**src/design/rtcp_pkg.sv**
```systemverilog
// rtcp_pkg: shared constants, register indices, field positions and state types
// for the real-time clock core; assumes a 125 MHz system clock.
`default_nettype none
package rtcp_pkg;
  // clock and time base
  localparam int CLK_HZ = 125_000_000;
  localparam int CLK_PERIOD_NS = 8;
  localparam int SUB_RATE_HZ = 128;                      // watchdog / sub-second rate
  localparam int SUB_CYCLES_DEF = CLK_HZ / SUB_RATE_HZ;   // rounds down
  localparam int SENSE_DELAY_NS = 2_680_000;               // least quiet time on line
  localparam int SENSE_CYCLES_DEF = (SENSE_DELAY_NS + CLK_PERIOD_NS - 1) / CLK_PERIOD_NS;
  localparam logic [5:0] LINE_50 = 6'h32;                  // 50 rising edges a second
  localparam logic [5:0] LINE_60 = 6'h3C;                  // 60 rising edges a second
  localparam logic [1:0] WD_LAST = 2'h2;                   // third silent tick fires
  localparam logic [2:0] START_WAIT = 3'h5;                // sense input settled
  // register indices; byte address is four times the index
  localparam logic [5:0] IDX_RAM_LAST = 6'h1F;
  localparam logic [5:0] IDX_SEC = 6'h20;
  localparam logic [5:0] IDX_YEAR = 6'h26;
  localparam logic [5:0] IDX_ALM_SEC = 6'h28;
  localparam logic [5:0] IDX_ALM_HR = 6'h2A;
  localparam logic [5:0] IDX_STATUS = 6'h30;
  localparam logic [5:0] IDX_CLKCTL = 6'h31;
  localparam logic [5:0] IDX_INTCTL = 6'h32;
  // clock control fields
  localparam int CCR_START = 7;
  localparam int CCR_LINE = 6;
  localparam int CCR_50HZ = 3;
  localparam logic [2:0] CKO_OFF = 3'h4;
  localparam logic [2:0] CKO_1HZ = 3'h5;
  localparam logic [2:0] CKO_2HZ = 3'h6;
  localparam logic [2:0] CKO_LINE = 3'h7;
  // interrupt control fields
  localparam int ICR_WDOG = 7;
  localparam int ICR_PDOWN = 6;
  localparam int ICR_PSENSE = 5;
  localparam int ICR_ALARM = 4;
  // status fields
  localparam int ST_ALARM = 0;
  localparam int ST_PERIOD = 1;
  localparam int ST_PSENSE = 2;
  localparam int ST_WDOG = 6;
  // hours fields
  localparam int HR_12 = 7;
  localparam int HR_PM = 5;
  // reset values
  localparam logic [7:0] CCR_RST = 8'h00;
  localparam logic [7:0] ICR_RST = 8'h00;
  localparam logic [7:0] STATUS_RST = 8'h10;               // first-time-up set
  localparam logic [7:0] CAL_RST = 8'h01;                  // day, date, month

  typedef enum logic [1:0] {
    MODE_START = 2'b00,
    MODE_SINGLE = 2'b01,
    MODE_BATTERY = 2'b10
  } rtcp_mode_type;

  typedef struct packed {
    logic [2:0] s1, s2, s3, filt;                          // 0 ce, 1 line, 2 sys
    rtcp_mode_type mode;
    logic [2:0] startCnt;
    logic sawLow;
    logic [7:0] ccr, icr, status, rdata;
    logic [6:0][7:0] tm;
    logic [2:0][7:0] alm;
    logic [31:0][7:0] ram;
    logic [19:0] subCnt, senseCnt;
    logic [6:0] hz128;
    logic [5:0] lineCnt;
    logic [3:0] fast;
    logic cmpPend, senseDone, ceSeen, wdPulse, wdLock, intLow;
    logic [1:0] wdCnt;
    logic supply_enable_out, cpuRstN, clkOut;
  } rtcp_state_type;
endpackage
`default_nettype wire

```
**src/design/rtcp_core.sv**
```systemverilog
// rtcp_core: time/calendar chain, RAM, alarm, watchdog, clock output and power
// control behind an APB slave; pins from outside arrive unsynchronised.
`default_nettype none
// Contract
// - Sense input level at reset end picks single-supply or battery-backup mode.
// - Single-supply: enable clock, supply-enable and cpu reset after reset.
// - Single-supply: pull cpu reset low while sense input is low.
// - Battery: hold outputs low until sense input rises above cell threshold.
// - Battery: disable outputs again whenever sense input drops below threshold.
// - Advance time chain once per one-hertz tick from prescaler or line.
// - Keep 12 or 24 hour format; AM/PM toggles every twelve hours.
// - Counters held in BCD at indices 20h..26h; hours carry format flags.
// - Indices 00h..1Fh reach the 32-byte RAM by low five bits.
// - Alarm event when alarm seconds, minutes, hours equal the time.
// - Alarm pulls interrupt low only when enabled; always sets alarm flag.
// - Missed watchdog service gives a cpu reset pulse and watchdog flag.
// - Service within one time-base tick; reset after three to four ticks.
// - Clock output picks one of seven rates; forced low in power-down.
// - Clock and interrupt control read-write; status register read-only.
// - Power sense raises interrupt and flag after line goes quiet 2.68ms.
// - Power-down drops supply-enable, clock output, cpu reset; bus disabled.
// - Any interrupt ends power-down.
// - Sense input falling then rising ends power-down in either mode.
// - Interrupt control bit 6 is the power-down bit.
// - Interrupt output released only by a status register read.
module rtcp_core
  import rtcp_pkg::*;
#(
  parameter int SUB_CYCLES = SUB_CYCLES_DEF,
  parameter int SENSE_CYCLES = SENSE_CYCLES_DEF
)(
  // clock and reset
  input wire logic clk,
  input wire logic rst,
  // apb slave
  input wire logic [7:0] paddr,
  input wire logic psel,
  input wire logic penable,
  input wire logic pwrite,
  input wire logic [31:0] pwdata,
  input wire logic [3:0] pstrb,
  output logic [31:0] prdata,
  output logic pready,
  output logic pslverr,
  // pins from outside
  input wire logic chipEnable,
  input wire logic lineIn,
  input wire logic systemLevelIn,
  // power control outputs
  output logic supplyEnableOut,
  output logic clkOut,
  // open-drain cpu reset and interrupt
  input wire logic cpuResetIn,
  output logic cpuResetOutN,
  output logic cpuResetOe,
  input wire logic intIn,
  output logic intOutN,
  output logic intOe
);

  // counters are 20 bits wide
  if (SUB_CYCLES < 2 || SUB_CYCLES > 1_048_575 || SENSE_CYCLES < 2 ||
      SENSE_CYCLES > 1_048_575)
  begin : g_check
    $error("rtcp_core: count parameter out of range");
  end

  localparam logic [19:0] SUB_LAST = 20'(SUB_CYCLES - 1);
  localparam logic [19:0] SENSE_LAST = 20'(SENSE_CYCLES - 1);

  rtcp_state_type st, n;
  logic setup, access, mapped, wrEn, statusRd, ceEdge, lineRise, lineEdge;
  logic subTick, lineSec, tick1s, dayCarry, almMatch, alarmEv, perEv, senseOn;
  logic senseEv, wdTick, wdFire, intEv, outEn;
  logic [5:0] idx;
  logic [7:0] rdVal, stSet;
  logic [8:0] c9;

  // one bcd digit pair step: wraps top to low and reports the carry
  function automatic logic [8:0] bcdStep(input logic [7:0] v, input logic [7:0] top,
                                          input logic [7:0] low);
    if (v == top)
      return {1'b1, low};
    if (v[3:0] == 4'h9)
      return {1'b0, v[7:4] + 4'h1, 4'h0};
    return {1'b0, v[7:4], v[3:0] + 4'h1};
  endfunction

  // last date of a month, leap years every fourth bcd year
  function automatic logic [7:0] monthEnd(input logic [7:0] mon, input logic [7:0] yr);
    logic leap;
    leap = yr[4] ? (yr[3:0] == 4'h2 || yr[3:0] == 4'h6) :
                   (yr[3:0] == 4'h0 || yr[3:0] == 4'h4 || yr[3:0] == 4'h8);
    if (mon == 8'h02)
      return leap ? 8'h29 : 8'h28;
    if (mon == 8'h04 || mon == 8'h06 || mon == 8'h09 || mon == 8'h11)
      return 8'h30;
    return 8'h31;
  endfunction

  // apb decode; the slave never waits
  assign idx = paddr[7:2];
  assign setup = psel & ~penable;
  assign access = psel & penable;
  assign pready = 1'b1;
  assign mapped = (idx <= IDX_YEAR) || (idx inside {[IDX_ALM_SEC:IDX_ALM_HR]}) ||
                  (idx inside {[IDX_STATUS:IDX_INTCTL]});
  assign pslverr = access & (~mapped | st.icr[ICR_PDOWN]);
  assign wrEn = access & pwrite & ~pslverr & pstrb[0];
  assign statusRd = access & ~pwrite & ~pslverr & (idx == IDX_STATUS);

  // registered outputs; open-drain pins drive low only when enabled
  assign prdata = {24'h00_0000, st.rdata};
  assign supplyEnableOut = st.supply_enable_out;
  assign clkOut = st.clkOut;
  assign cpuResetOutN = st.cpuRstN;
  assign cpuResetOe = ~st.cpuRstN;
  assign intOutN = ~st.intLow;
  assign intOe = st.intLow;

  // next-state logic for the whole block
  always_comb
  begin
    n = st;
    c9 = 9'h000;
    dayCarry = 1'b0;
    lineSec = 1'b0;
    wdFire = 1'b0;
    senseEv = 1'b0;
    rdVal = 8'h00;
    stSet = 8'h00;

    // three-stage synchronisers; a change counts once stages two and three agree
    n.s1 = {systemLevelIn, lineIn, chipEnable};
    n.s2 = st.s1;
    n.s3 = st.s2;
    n.filt = (~(st.s2 ^ st.s3) & st.s3) | ((st.s2 ^ st.s3) & st.filt);
    ceEdge = n.filt[0] ^ st.filt[0];
    lineEdge = n.filt[1] ^ st.filt[1];
    lineRise = n.filt[1] & ~st.filt[1];

    // mode caught once the sense input has settled after reset
    if (st.mode == MODE_START)
    begin
      n.startCnt = st.startCnt + 3'h1;
      if (st.startCnt == START_WAIT)
        n.mode = st.filt[2] ? MODE_SINGLE : MODE_BATTERY;
    end

    // crystal prescaler: free 128 Hz stage, stoppable divide to one hertz
    n.fast = st.fast + 4'h1;
    subTick = (st.subCnt == SUB_LAST);
    n.subCnt = subTick ? 20'h0_0000 : st.subCnt + 20'h0_0001;
    if (!st.ccr[CCR_START])
      n.hz128 = 7'h00;
    else if (subTick)
      n.hz128 = st.hz128 + 7'h01;

    // line time base counts 50 or 60 rising edges a second
    if (!st.ccr[CCR_START])
      n.lineCnt = 6'h00;
    else if (lineRise)
    begin
      if (st.lineCnt == (st.ccr[CCR_50HZ] ? LINE_50 : LINE_60) - 6'h01)
      begin
        n.lineCnt = 6'h00;
        lineSec = 1'b1;
      end
      else
        n.lineCnt = st.lineCnt + 6'h01;
    end
    // one-hertz tick from the selected source
    tick1s = st.ccr[CCR_LINE] ? lineSec :
             (st.ccr[CCR_START] & subTick & (st.hz128 == 7'h7F));

    if (tick1s)
    begin
      c9 = bcdStep(st.tm[0], 8'h59, 8'h00);
      n.tm[0] = c9[7:0];
      if (c9[8])
      begin
        c9 = bcdStep(st.tm[1], 8'h59, 8'h00);
        n.tm[1] = c9[7:0];
        if (c9[8])
        begin
          // 12-hour: AM/PM flips at eleven to twelve
          if (st.tm[2][HR_12])
          begin
            if (st.tm[2][4:0] == 5'h12)
              n.tm[2][4:0] = 5'h01;
            else if (st.tm[2][4:0] == 5'h11)
            begin
              n.tm[2][4:0] = 5'h12;
              n.tm[2][HR_PM] = ~st.tm[2][HR_PM];
              dayCarry = st.tm[2][HR_PM];
            end
            else
            begin
              c9 = bcdStep({3'h0, st.tm[2][4:0]}, 8'h12, 8'h01);
              n.tm[2][4:0] = c9[4:0];
            end
          end
          else
          begin
            c9 = bcdStep(st.tm[2], 8'h23, 8'h00);
            n.tm[2] = c9[7:0];
            dayCarry = c9[8];
          end
        end
      end
    end
    // calendar: day of week, date, month, year with leap february
    if (dayCarry)
    begin
      c9 = bcdStep(st.tm[3], 8'h07, 8'h01);
      n.tm[3] = c9[7:0];
      c9 = bcdStep(st.tm[4], monthEnd(st.tm[5], st.tm[6]), 8'h01);
      n.tm[4] = c9[7:0];
      if (c9[8])
      begin
        c9 = bcdStep(st.tm[5], 8'h12, 8'h01);
        n.tm[5] = c9[7:0];
        if (c9[8])
        begin
          c9 = bcdStep(st.tm[6], 8'h99, 8'h00);
          n.tm[6] = c9[7:0];
        end
      end
    end

    // compare on the cycle after each seconds update, once only
    n.cmpPend = tick1s;
    // hours compared with format bit and unused bit masked
    almMatch = (st.tm[0] == st.alm[0]) && (st.tm[1] == st.alm[1]) &&
               (st.tm[2][5:0] == st.alm[2][5:0]);
    alarmEv = st.cmpPend & almMatch;
    // any nonzero periodic select gives one event per second
    perEv = tick1s & (st.icr[3:0] != 4'h0);

    // power sense: line must stay quiet for the full delay
    senseOn = st.icr[ICR_PSENSE] & ~st.ccr[CCR_LINE];
    if (lineEdge || !senseOn)
    begin
      n.senseCnt = 20'h0_0000;
      n.senseDone = 1'b0;
    end
    else if (!st.senseDone)
    begin
      n.senseCnt = st.senseCnt + 20'h0_0001;
      if (st.senseCnt == SENSE_LAST)
      begin
        senseEv = 1'b1;
        n.senseDone = 1'b1;
      end
    end

    // watchdog ticks on line edges or the 128 Hz crystal stage
    wdTick = st.ccr[CCR_LINE] ? lineEdge : subTick;
    if (ceEdge)
      n.ceSeen = 1'b1;
    // one tick to serve, third silent tick fires
    if (!st.icr[ICR_WDOG])
    begin
      n.wdCnt = 2'h0;
      n.ceSeen = 1'b0;
    end
    else if (wdTick)
    begin
      if (st.ceSeen || ceEdge)
      begin
        n.wdCnt = 2'h0;
        n.ceSeen = 1'b0;
      end
      else if (st.wdCnt == WD_LAST)
      begin
        n.wdCnt = 2'h0;
        wdFire = ~st.wdLock;
      end
      else
        n.wdCnt = st.wdCnt + 2'h1;
    end
    // reset pulse lasts one watchdog tick period
    if (wdTick)
      n.wdPulse = 1'b0;
    if (statusRd)
      n.wdLock = 1'b0;
    if (wdFire)
    begin
      n.wdPulse = 1'b1;
      n.wdLock = 1'b1;
    end

    // register read mux, captured in the setup phase
    if (idx <= IDX_RAM_LAST)
      rdVal = st.ram[idx[4:0]];
    else if (idx <= IDX_YEAR)
      rdVal = st.tm[idx[2:0]];
    else if (idx inside {[IDX_ALM_SEC:IDX_ALM_HR]})
      rdVal = st.alm[idx[1:0]];
    else if (idx == IDX_STATUS)
      rdVal = st.status;
    else if (idx == IDX_CLKCTL)
      rdVal = st.ccr;
    else if (idx == IDX_INTCTL)
      rdVal = st.icr;
    if (setup)
      n.rdata = rdVal;

    // writes; status ignores writes, host writes beat the counter step
    if (wrEn)
    begin
      if (idx <= IDX_RAM_LAST)
        n.ram[idx[4:0]] = pwdata[7:0];
      else if (idx <= IDX_YEAR)
        n.tm[idx[2:0]] = pwdata[7:0];
      else if (idx inside {[IDX_ALM_SEC:IDX_ALM_HR]})
        n.alm[idx[1:0]] = pwdata[7:0];
      else if (idx == IDX_CLKCTL)
        n.ccr = pwdata[7:0];
      else if (idx == IDX_INTCTL)
        n.icr = pwdata[7:0];
    end

    // alarm flag always set, interrupt only when enabled
    stSet[ST_ALARM] = alarmEv;
    stSet[ST_PERIOD] = perEv;
    stSet[ST_PSENSE] = senseEv;
    stSet[ST_WDOG] = wdFire;
    intEv = (alarmEv & st.icr[ICR_ALARM]) | perEv | senseEv;
    // only bits the host actually saw are cleared; a new event wins
    n.status = (st.status & ~(statusRd ? st.rdata : 8'h00)) | stSet;
    // interrupt held until a status read leaves nothing pending
    n.intLow = intEv |
               (st.intLow & (~statusRd | (|(st.status[2:0] & ~st.rdata[2:0]))));

    if (intEv)
      n.icr[ICR_PDOWN] = 1'b0;
    // sense input low then high ends power-down
    if (!st.icr[ICR_PDOWN])
      n.sawLow = 1'b0;
    else if (!st.filt[2])
      n.sawLow = 1'b1;
    else if (st.sawLow)
    begin
      n.icr[ICR_PDOWN] = 1'b0;
      n.sawLow = 1'b0;
    end

    // outputs enabled by mode, sense level and power-down
    outEn = (st.mode != MODE_START) && !st.icr[ICR_PDOWN] &&
            (st.mode == MODE_SINGLE || st.filt[2]);
    n.supply_enable_out = outEn;
    // cpu reset follows a low sense input and the watchdog pulse
    n.cpuRstN = outEn & st.filt[2] & ~st.wdPulse;
    // clock output rate select, low when disabled
    unique case (st.ccr[2:0])
      CKO_OFF: n.clkOut = 1'b0;
      CKO_1HZ: n.clkOut = outEn & st.hz128[6];
      CKO_2HZ: n.clkOut = outEn & st.hz128[5];
      CKO_LINE: n.clkOut = outEn & (st.ccr[CCR_LINE] ? st.filt[1] : st.hz128[0]);
      default: n.clkOut = outEn & st.fast[st.ccr[1:0]];
    endcase
  end

  // state register; mode and pins settle after release
  always_ff @(posedge clk)
  begin
    if (rst)
    begin
      st <= '0;
      st.ccr <= CCR_RST;
      st.icr <= ICR_RST;
      st.status <= STATUS_RST;
      st.tm[3] <= CAL_RST;
      st.tm[4] <= CAL_RST;
      st.tm[5] <= CAL_RST;
      st.mode <= MODE_START;
    end
    else
      st <= n;
  end
endmodule
`default_nettype wire

```
**config.mk**
```make
export PLATFORM = sky130hd
export DESIGN_NAME = rtcp_core
export DESIGN_NICKNAME = d
export VERILOG_FILES = /design/src/design/rtcp_pkg.sv /design/src/design/rtcp_core.sv
export SDC_FILE = /design/constraint.sdc
export NUM_CORES = 1
export LEC_CHECK = 0
export BUFFER_PORTS_ARGS = -buffer_cell sky130_fd_sc_hd__buf_2
export CAP_MARGIN = 20
export CORE_ASPECT_RATIO = 2
export CORE_MARGIN = 3
export CORE_UTILIZATION = 52
export DETAILED_ROUTE_END_ITERATION = 8
export GPL_TIMING_DRIVEN = 0
export PLACE_DENSITY = 0.74
export SLEW_MARGIN = 0
export SYNTH_ARGS = -nofsm -noshare
export SYNTH_HDL_FRONTEND = slang
export SYNTH_SLANG_ARGS = --single-unit
```
**constraint.sdc**
```tcl
create_clock -name clk -period 2.7 [get_ports clk]
set_input_delay 0.135 -clock clk [delete_from_list [all_inputs] [get_ports clk]]
set_output_delay 0.135 -clock clk [all_outputs]
set_load 0.005 [all_outputs]
```
Word level (Yosys, flattened, before mapping):

Index checks and enable logic that the tools add are counted.

* input port bits: 54
* output and inout port bits: 40
* word-level logic and storage cells: 441
* register bits after elaboration: 454

* add/sub/neg operators: 23
* bitwise operators: 59
* equal/unequal tests: 42
* reduce and logical (&&, ||, !) cells: 39
* magnitude comparators: 13
* mux-type cells: 196

Operators by type and width (number)
* 336-bit two-way mux: 1
* 256-bit bitwise mux: 1
* 256-bit two-way mux: 1
* 9-bit two-way mux: 26
* 8-bit two-way mux: 28
* 1-bit two-way mux: 102
* 80-bit two-way mux: 1
* 24-bit two-way mux: 3
* 4-bit by 1-bit adder with 4-bit output, second input constant: 15
* 56-bit bitwise mux: 1
* 56-bit two-way mux: 1
* 7-bit two-way mux: 6
* 20-bit by 1-bit adder with 20-bit output, second input constant: 2
* 8-bit binary-select mux with 5-bit select: 1
* 8-bit demux with 5-bit select: 1
* 4-bit equality test, second input constant: 8
* 16-bit two-way mux: 2
* 32-bit two-way mux: 1
* 5-bit two-way mux: 5
* 8-bit binary-select mux with 3-bit select: 1
* 24-bit bitwise mux: 1
* 8-bit demux with 3-bit select: 1
* 8-bit by 3-bit equality test with 1-bit output, second input constant: 3
* 8-bit equality test: 3
* other kinds (63): 157

Logic depth before layout (Yosys ltp):

* depth after elaboration: 76
* depth in mapped cells: 13
* gate-level depth less buffers: 9

Worst setup path before layout:

Ideal clock, no wire load.

* path type: reg2reg
* from: reg st[443] (netlist bit)
* to: reg st[379] (netlist bit)
* library setup time: 78 ps
* arrival time: 2824 ps
* cell stages (with the launch flop): 13
* path slack: -202 ps
* buffers on the path: 4
* data required time: 2622 ps
* period minus slack after synthesis: 2902 ps
* path through: dfxtp_1 -> maj3_1 -> ha_1 -> clkbuf_1 -> nand4_1 -> a211o_1 -> o32a_1 -> clkbuf_1 -> or3_1 -> clkbuf_1 -> clkbuf_1 -> o311a_1 -> nor3_1

RTL lines
* start: declaration: RTL line rtcp_core.sv:71 `rtcp_state_type st, n;`
* start signal: assignment: RTL line rtcp_core.sv:380 `st <= n;`

Final worst setup path:

* from: reg st[393] (netlist bit)
* to: reg st[402] (netlist bit)

* cells in the longest elaborated chain, start to end: 21
* elaborated cells on any way between the ends: 36
* those cells by class: 7 x eq/ne; 26 x mux; 3 x reduce/logical

RTL lines
* 8-bit by 3-bit equality test with 1-bit output: RTL line rtcp_core.sv:96 `if (mon == 8'h04 || mon == 8'h06 || mon == 8'h09 || mon == 8'h11)`
* 1-bit logical OR (3 in series): RTL line rtcp_core.sv:96
* 1-bit two-way mux (2 in series): RTL line rtcp_core.sv:96
* 1-bit two-way mux: RTL line rtcp_core.sv:213 `if (dayCarry)`
* 8-bit two-way mux: RTL line rtcp_core.sv:98 `return 8'h31;`
* 8-bit two-way mux: RTL line rtcp_core.sv:96
* 8-bit two-way mux: RTL line rtcp_core.sv:213
* 8-bit equality test: RTL line rtcp_core.sv:82 `if (v == top)`
* (+2 left out)
* 9-bit two-way mux: RTL line rtcp_core.sv:84 `if (v[3:0] == 4'h9)`
* 9-bit two-way mux: RTL line rtcp_core.sv:213
* 16-bit two-way mux *: RTL line rtcp_core.sv:219 `if (c9[8])`
* 32-bit two-way mux *: RTL line rtcp_core.sv:213
* 56-bit bitwise mux: RTL line rtcp_core.sv:315 `n.tm[idx[2:0]] = pwdata[7:0];`
* 56-bit two-way mux: RTL line rtcp_core.sv:314 `else if (idx <= IDX_YEAR)`
* 80-bit two-way mux: RTL line rtcp_core.sv:312 `if (idx <= IDX_RAM_LAST)`
* 336-bit two-way mux *: RTL line rtcp_core.sv:310 `if (wrEn)`

Every way passes the cells marked *; elsewhere a longest branch is shown, timed or not. The select of a mux whose other input is x is not followed.
A chain may end at the register's enable or synchronous reset.

==> flow_summary.ini <==
[yosys]
postSynthAreaPerCell_sq_um = 8.45
synth_ff_type = dfxtp_1
yosys-top-cells-area = dfxtp_1 (41%), mux4_2 (8.5%), a21oi_1 (7.2%), nand3_1 (6.6%), nand2_1 (6.2%)
synth_top_cell_area_share_pct = 40.9
yosysWarningCount = 0
synth_most_common_cell = dfxtp_1
synth_compound_area_share_pct = 12.3
syn_inst = 2627
synth_top_family_by_area = simple AND/OR/NAND/NOR gates
synth.lib_cells_used.distinct = 73
number_of_flip_flops_and_latches_in_the_synthesized_netlist = 454
ys_seq_area_share_pct = 40.9
synth.cells.most_frequent = dfxtp_1 (454), nand2_1 (366), a21oi_1 (318)
post_synth_and_or_nand_nor_area_fraction_pct = 23.3
number_of_flops_mapped_to_enable_cells_by_yosys = 0
synth-adder-area-share_pct = 1.85
synth_top_cell_by_area = dfxtp_1
synth_xor_xnor_area_share_pct = 3.00
multiplexer_share_of_the_synthesized_area_pct = 13.0
syn_area_sq_um = 22200
ys_async_sr_fraction_pct = 0

[floorplan]
num_rows = 106
initial_cell_density_of_the_core_pct = 52.8
floorplan.die.width_um = 152
floorplan_die_height_um = 298
core_sq_um = 42000
fp.dieArea_sq_um = 45400
ioPinCount = 94

[layout]
finalNetCount = 2852
fill_cells = 3663
post_route_cells_drive_above_1_share_pct = 15.5
flow.area_growth_from_synthesis_pct = 16.0
finalInstanceArea_sq_um = 25800
finish.utilization_pct = 61.3

[power]
power_leakage_nw = 8.97
clock_power_share_pct = 45.1
vdd.ir_drop.worst_uv = 489
swShare_pct = 25.0
pwr-share-seq_pct = 48.2
powerDensity_nw_per_um2 = 546
internal_power_mw = 10.5
combinationalPowerShare_pct = 6.7
psw_mw = 3.51

[global_routing]
grt_antenna_before_repair = 4
gr-usage-all-layers_pct = 37.7
pin_count_of_the_biggest_net_entering_global_routing = 16
grt_pass1_wl_um = 130000
via_count_of_the_first_global_routing_pass = 21700
gr-total-overflow = 0

[place]
place_area_sq_um = 23200
finalWeightedCongestion = 1.10
port_buffers = 24
dp_hpwl_um = 64100

[cts]
clock_tree.buffer_depth = 3
cts_max_level = 2
tritoncts = yes
clock_latency_late_sink_ns = 0.56
tritoncts.num_buffers = 42
ctsRootBufferMaster = clkbuf_16
cts.sinks = 454
clock_pin_slew_worst_setup_and_hold_paths_ns = 0.07

[critical_path]
crit_type = reg2reg
path_buf_inv = 3
critical_path.endpoint_type = flip-flop
endpoint = st[402]
critical_path.cell_chain = inv_4 -> ha_4 -> or3b_4 -> or4_4 -> a2111oi_4 -> buf_4 -> buf_6 -> mux2_4 -> nand4_1 -> mux2i_1 -> o22ai_1
worst_r2r_end = st[402]
cp_peak_stage_delay_ns = 0.54
r2r_start = st[393]
worstPathRequired_ns = 3.12
worst_setup_path_startpoint = st[393]
crit_path_max_fanout = 4
critical_path.slowest_cell = or4_4
timing.critical_path.from_type = flip-flop
ff2ff_path_depth = 11
critical_path_cell_count = 11
worst_ep_arrival_time_ns = 3.39
timing.reg2reg.setup_slack_ns = -0.27
kind_of_cell_adding_the_most_delay_to_the_critical_path = simple AND/OR/NAND/NOR gates

[route]
route.vias.total = 21600
route.met3.wl_um = 6900
route.detailed.drc = 0
final_antenna_net_count = 0
drt-pass1-iter-count = 6
highest_layer = met5
via_per_instance_ratio = 6.47
wirelength_met1_um = 26300
detailroute.wirelength.met2_um = 44600
routed_wirelength_um = 89500
drt_wl_cell_um = 26.8
drt_iter0_drc = 2140

[timing]
timing_limited_maximum_frequency_ghz = 0.337
finalWorstPathRequiredPeriod_ns = 2.97
report.final.slew_viol_count = 0
clock_skew_ns = 0.0173
setup_ws_ns = -0.269
report.final.hold_viol_count = 0
tightest_slew_ns = 1.20
setup_violations = 25
worst_slew_margin_rel_pct = 19.8
rsz0062_at_grt = yes
post-route-period-util_pct = 110

[worst_hold_path]
min_path_cells = 3
min_path_type = in2reg

[run_status]
failed_checks = negative setup slack
outcome = finished, violations left

[run]
cap_viol_max_count = 0
per-layer routing:
metal | GRT usage [%] | up-vias
li1 | - | 9491
met1 | 33.5 | 10200
met2 | 67.8 | 1295
met3 | 8.33 | 566
met4 | 37.8 | 4
met5 | 0 | -
per-stage QoR:
step                std cells  power, mW  hold WS, ns  setup TNS (ns)  setup slack [ns]
floorplan                2650       7.42        0.263        -0.00277          -0.00277
global placement         3214       7.76        0.343         -363.83             -1.60
detailed placement       3217       7.77        0.350         -344.30             -1.63
CTS                      3321       13.9        0.173           -2.85            -0.192
global route             3334       14.3        0.207           -4.86            -0.283
finish                   3335       14.1        0.201           -3.56            -0.269
tightest hold or removal path, cell delays in order:
cell and delay, ns:
buf_1 0.31, nor2_1 0.20, a211oi_1 0.06
logic make-up after synthesis:
kind of cell    count (synthesis)
xor+xnor                       76
mux                           182
compound gates                478
simple gates                 1112
flops                         454
fa+ha+maj                      33
other cells                     2
buf+inv                       290
power groups by stage:
stage,logic [mW],clock network [mW],registers [mW]
after floorplan,0.516,0,6.90
after global routing,0.973,6.54,6.77
final,0.942,6.34,6.77
after global placement,0.842,0,6.92
after detailed placement,0.853,0,6.92
after CTS,0.874,6.30,6.76
layout make-up:
| type | count | area, sq um | share of cell area [%] |
|---|---|---|---|
| Multi-Input combinational cell | 1909 | 12600 | 49.1 |
| Sequential cell | 454 | 9130 | 35.4 |
| Clock buffer | 58 | 1190 | 4.62 |
| Buffer | 244 | 1170 | 4.55 |
| Tap cell | 540 | 676 | 2.62 |
| Timing Repair Buffer | 77 | 589 | 2.29 |
| Clock inverter | 14 | 218 | 0.845 |
| Inverter | 38 | 145 | 0.563 |
| Antenna cell | 1 | 2.50 | 0.00971 |
layout by cell type, fill, tap and decap left out, types with 34 or more instances in the layout:
cell       count
mux4_2        84
mux2i_1       84
nand2_1      357
inv_1         35
buf_4         76
a21oi_1      315
clkbuf_1     167
buf_2         34
nor2_1       225
xnor2_1       37
xor2_1        39
dfxtp_1      437
nand3_1      293
clkbuf_16     45
a211oi_1      36
how the worst min path moves through the flow:
| stage | startpoint | slack [ns] | endpoint |
|---|---|---|---|
| 2_1_floorplan | chipEnable | 0.26 | n[448] |
| 3_3_place_gp | lineIn | 0.34 | n[449] |
| 3_5_place_dp | lineIn | 0.35 | n[449] |
| 4_1_cts | pwdata[5] | 0.17 | st[369] |
| 5_1_grt | pwdata[5] | 0.21 | st[377] |
| 6_report | pwdata[5] | 0.20 | st[369] |
repair_timing:
action                                 in CTS  in global routing
hold buffers                                3                  0
gates resized for setup                   120                113
cloned                                      5                  0
pin swaps                                  50                 44
endpoints found under the hold margin       3                  0
setup endpoints to repair                 331                143
buffers inserted                           28                 16
Power figures use the tool's default switching activity.
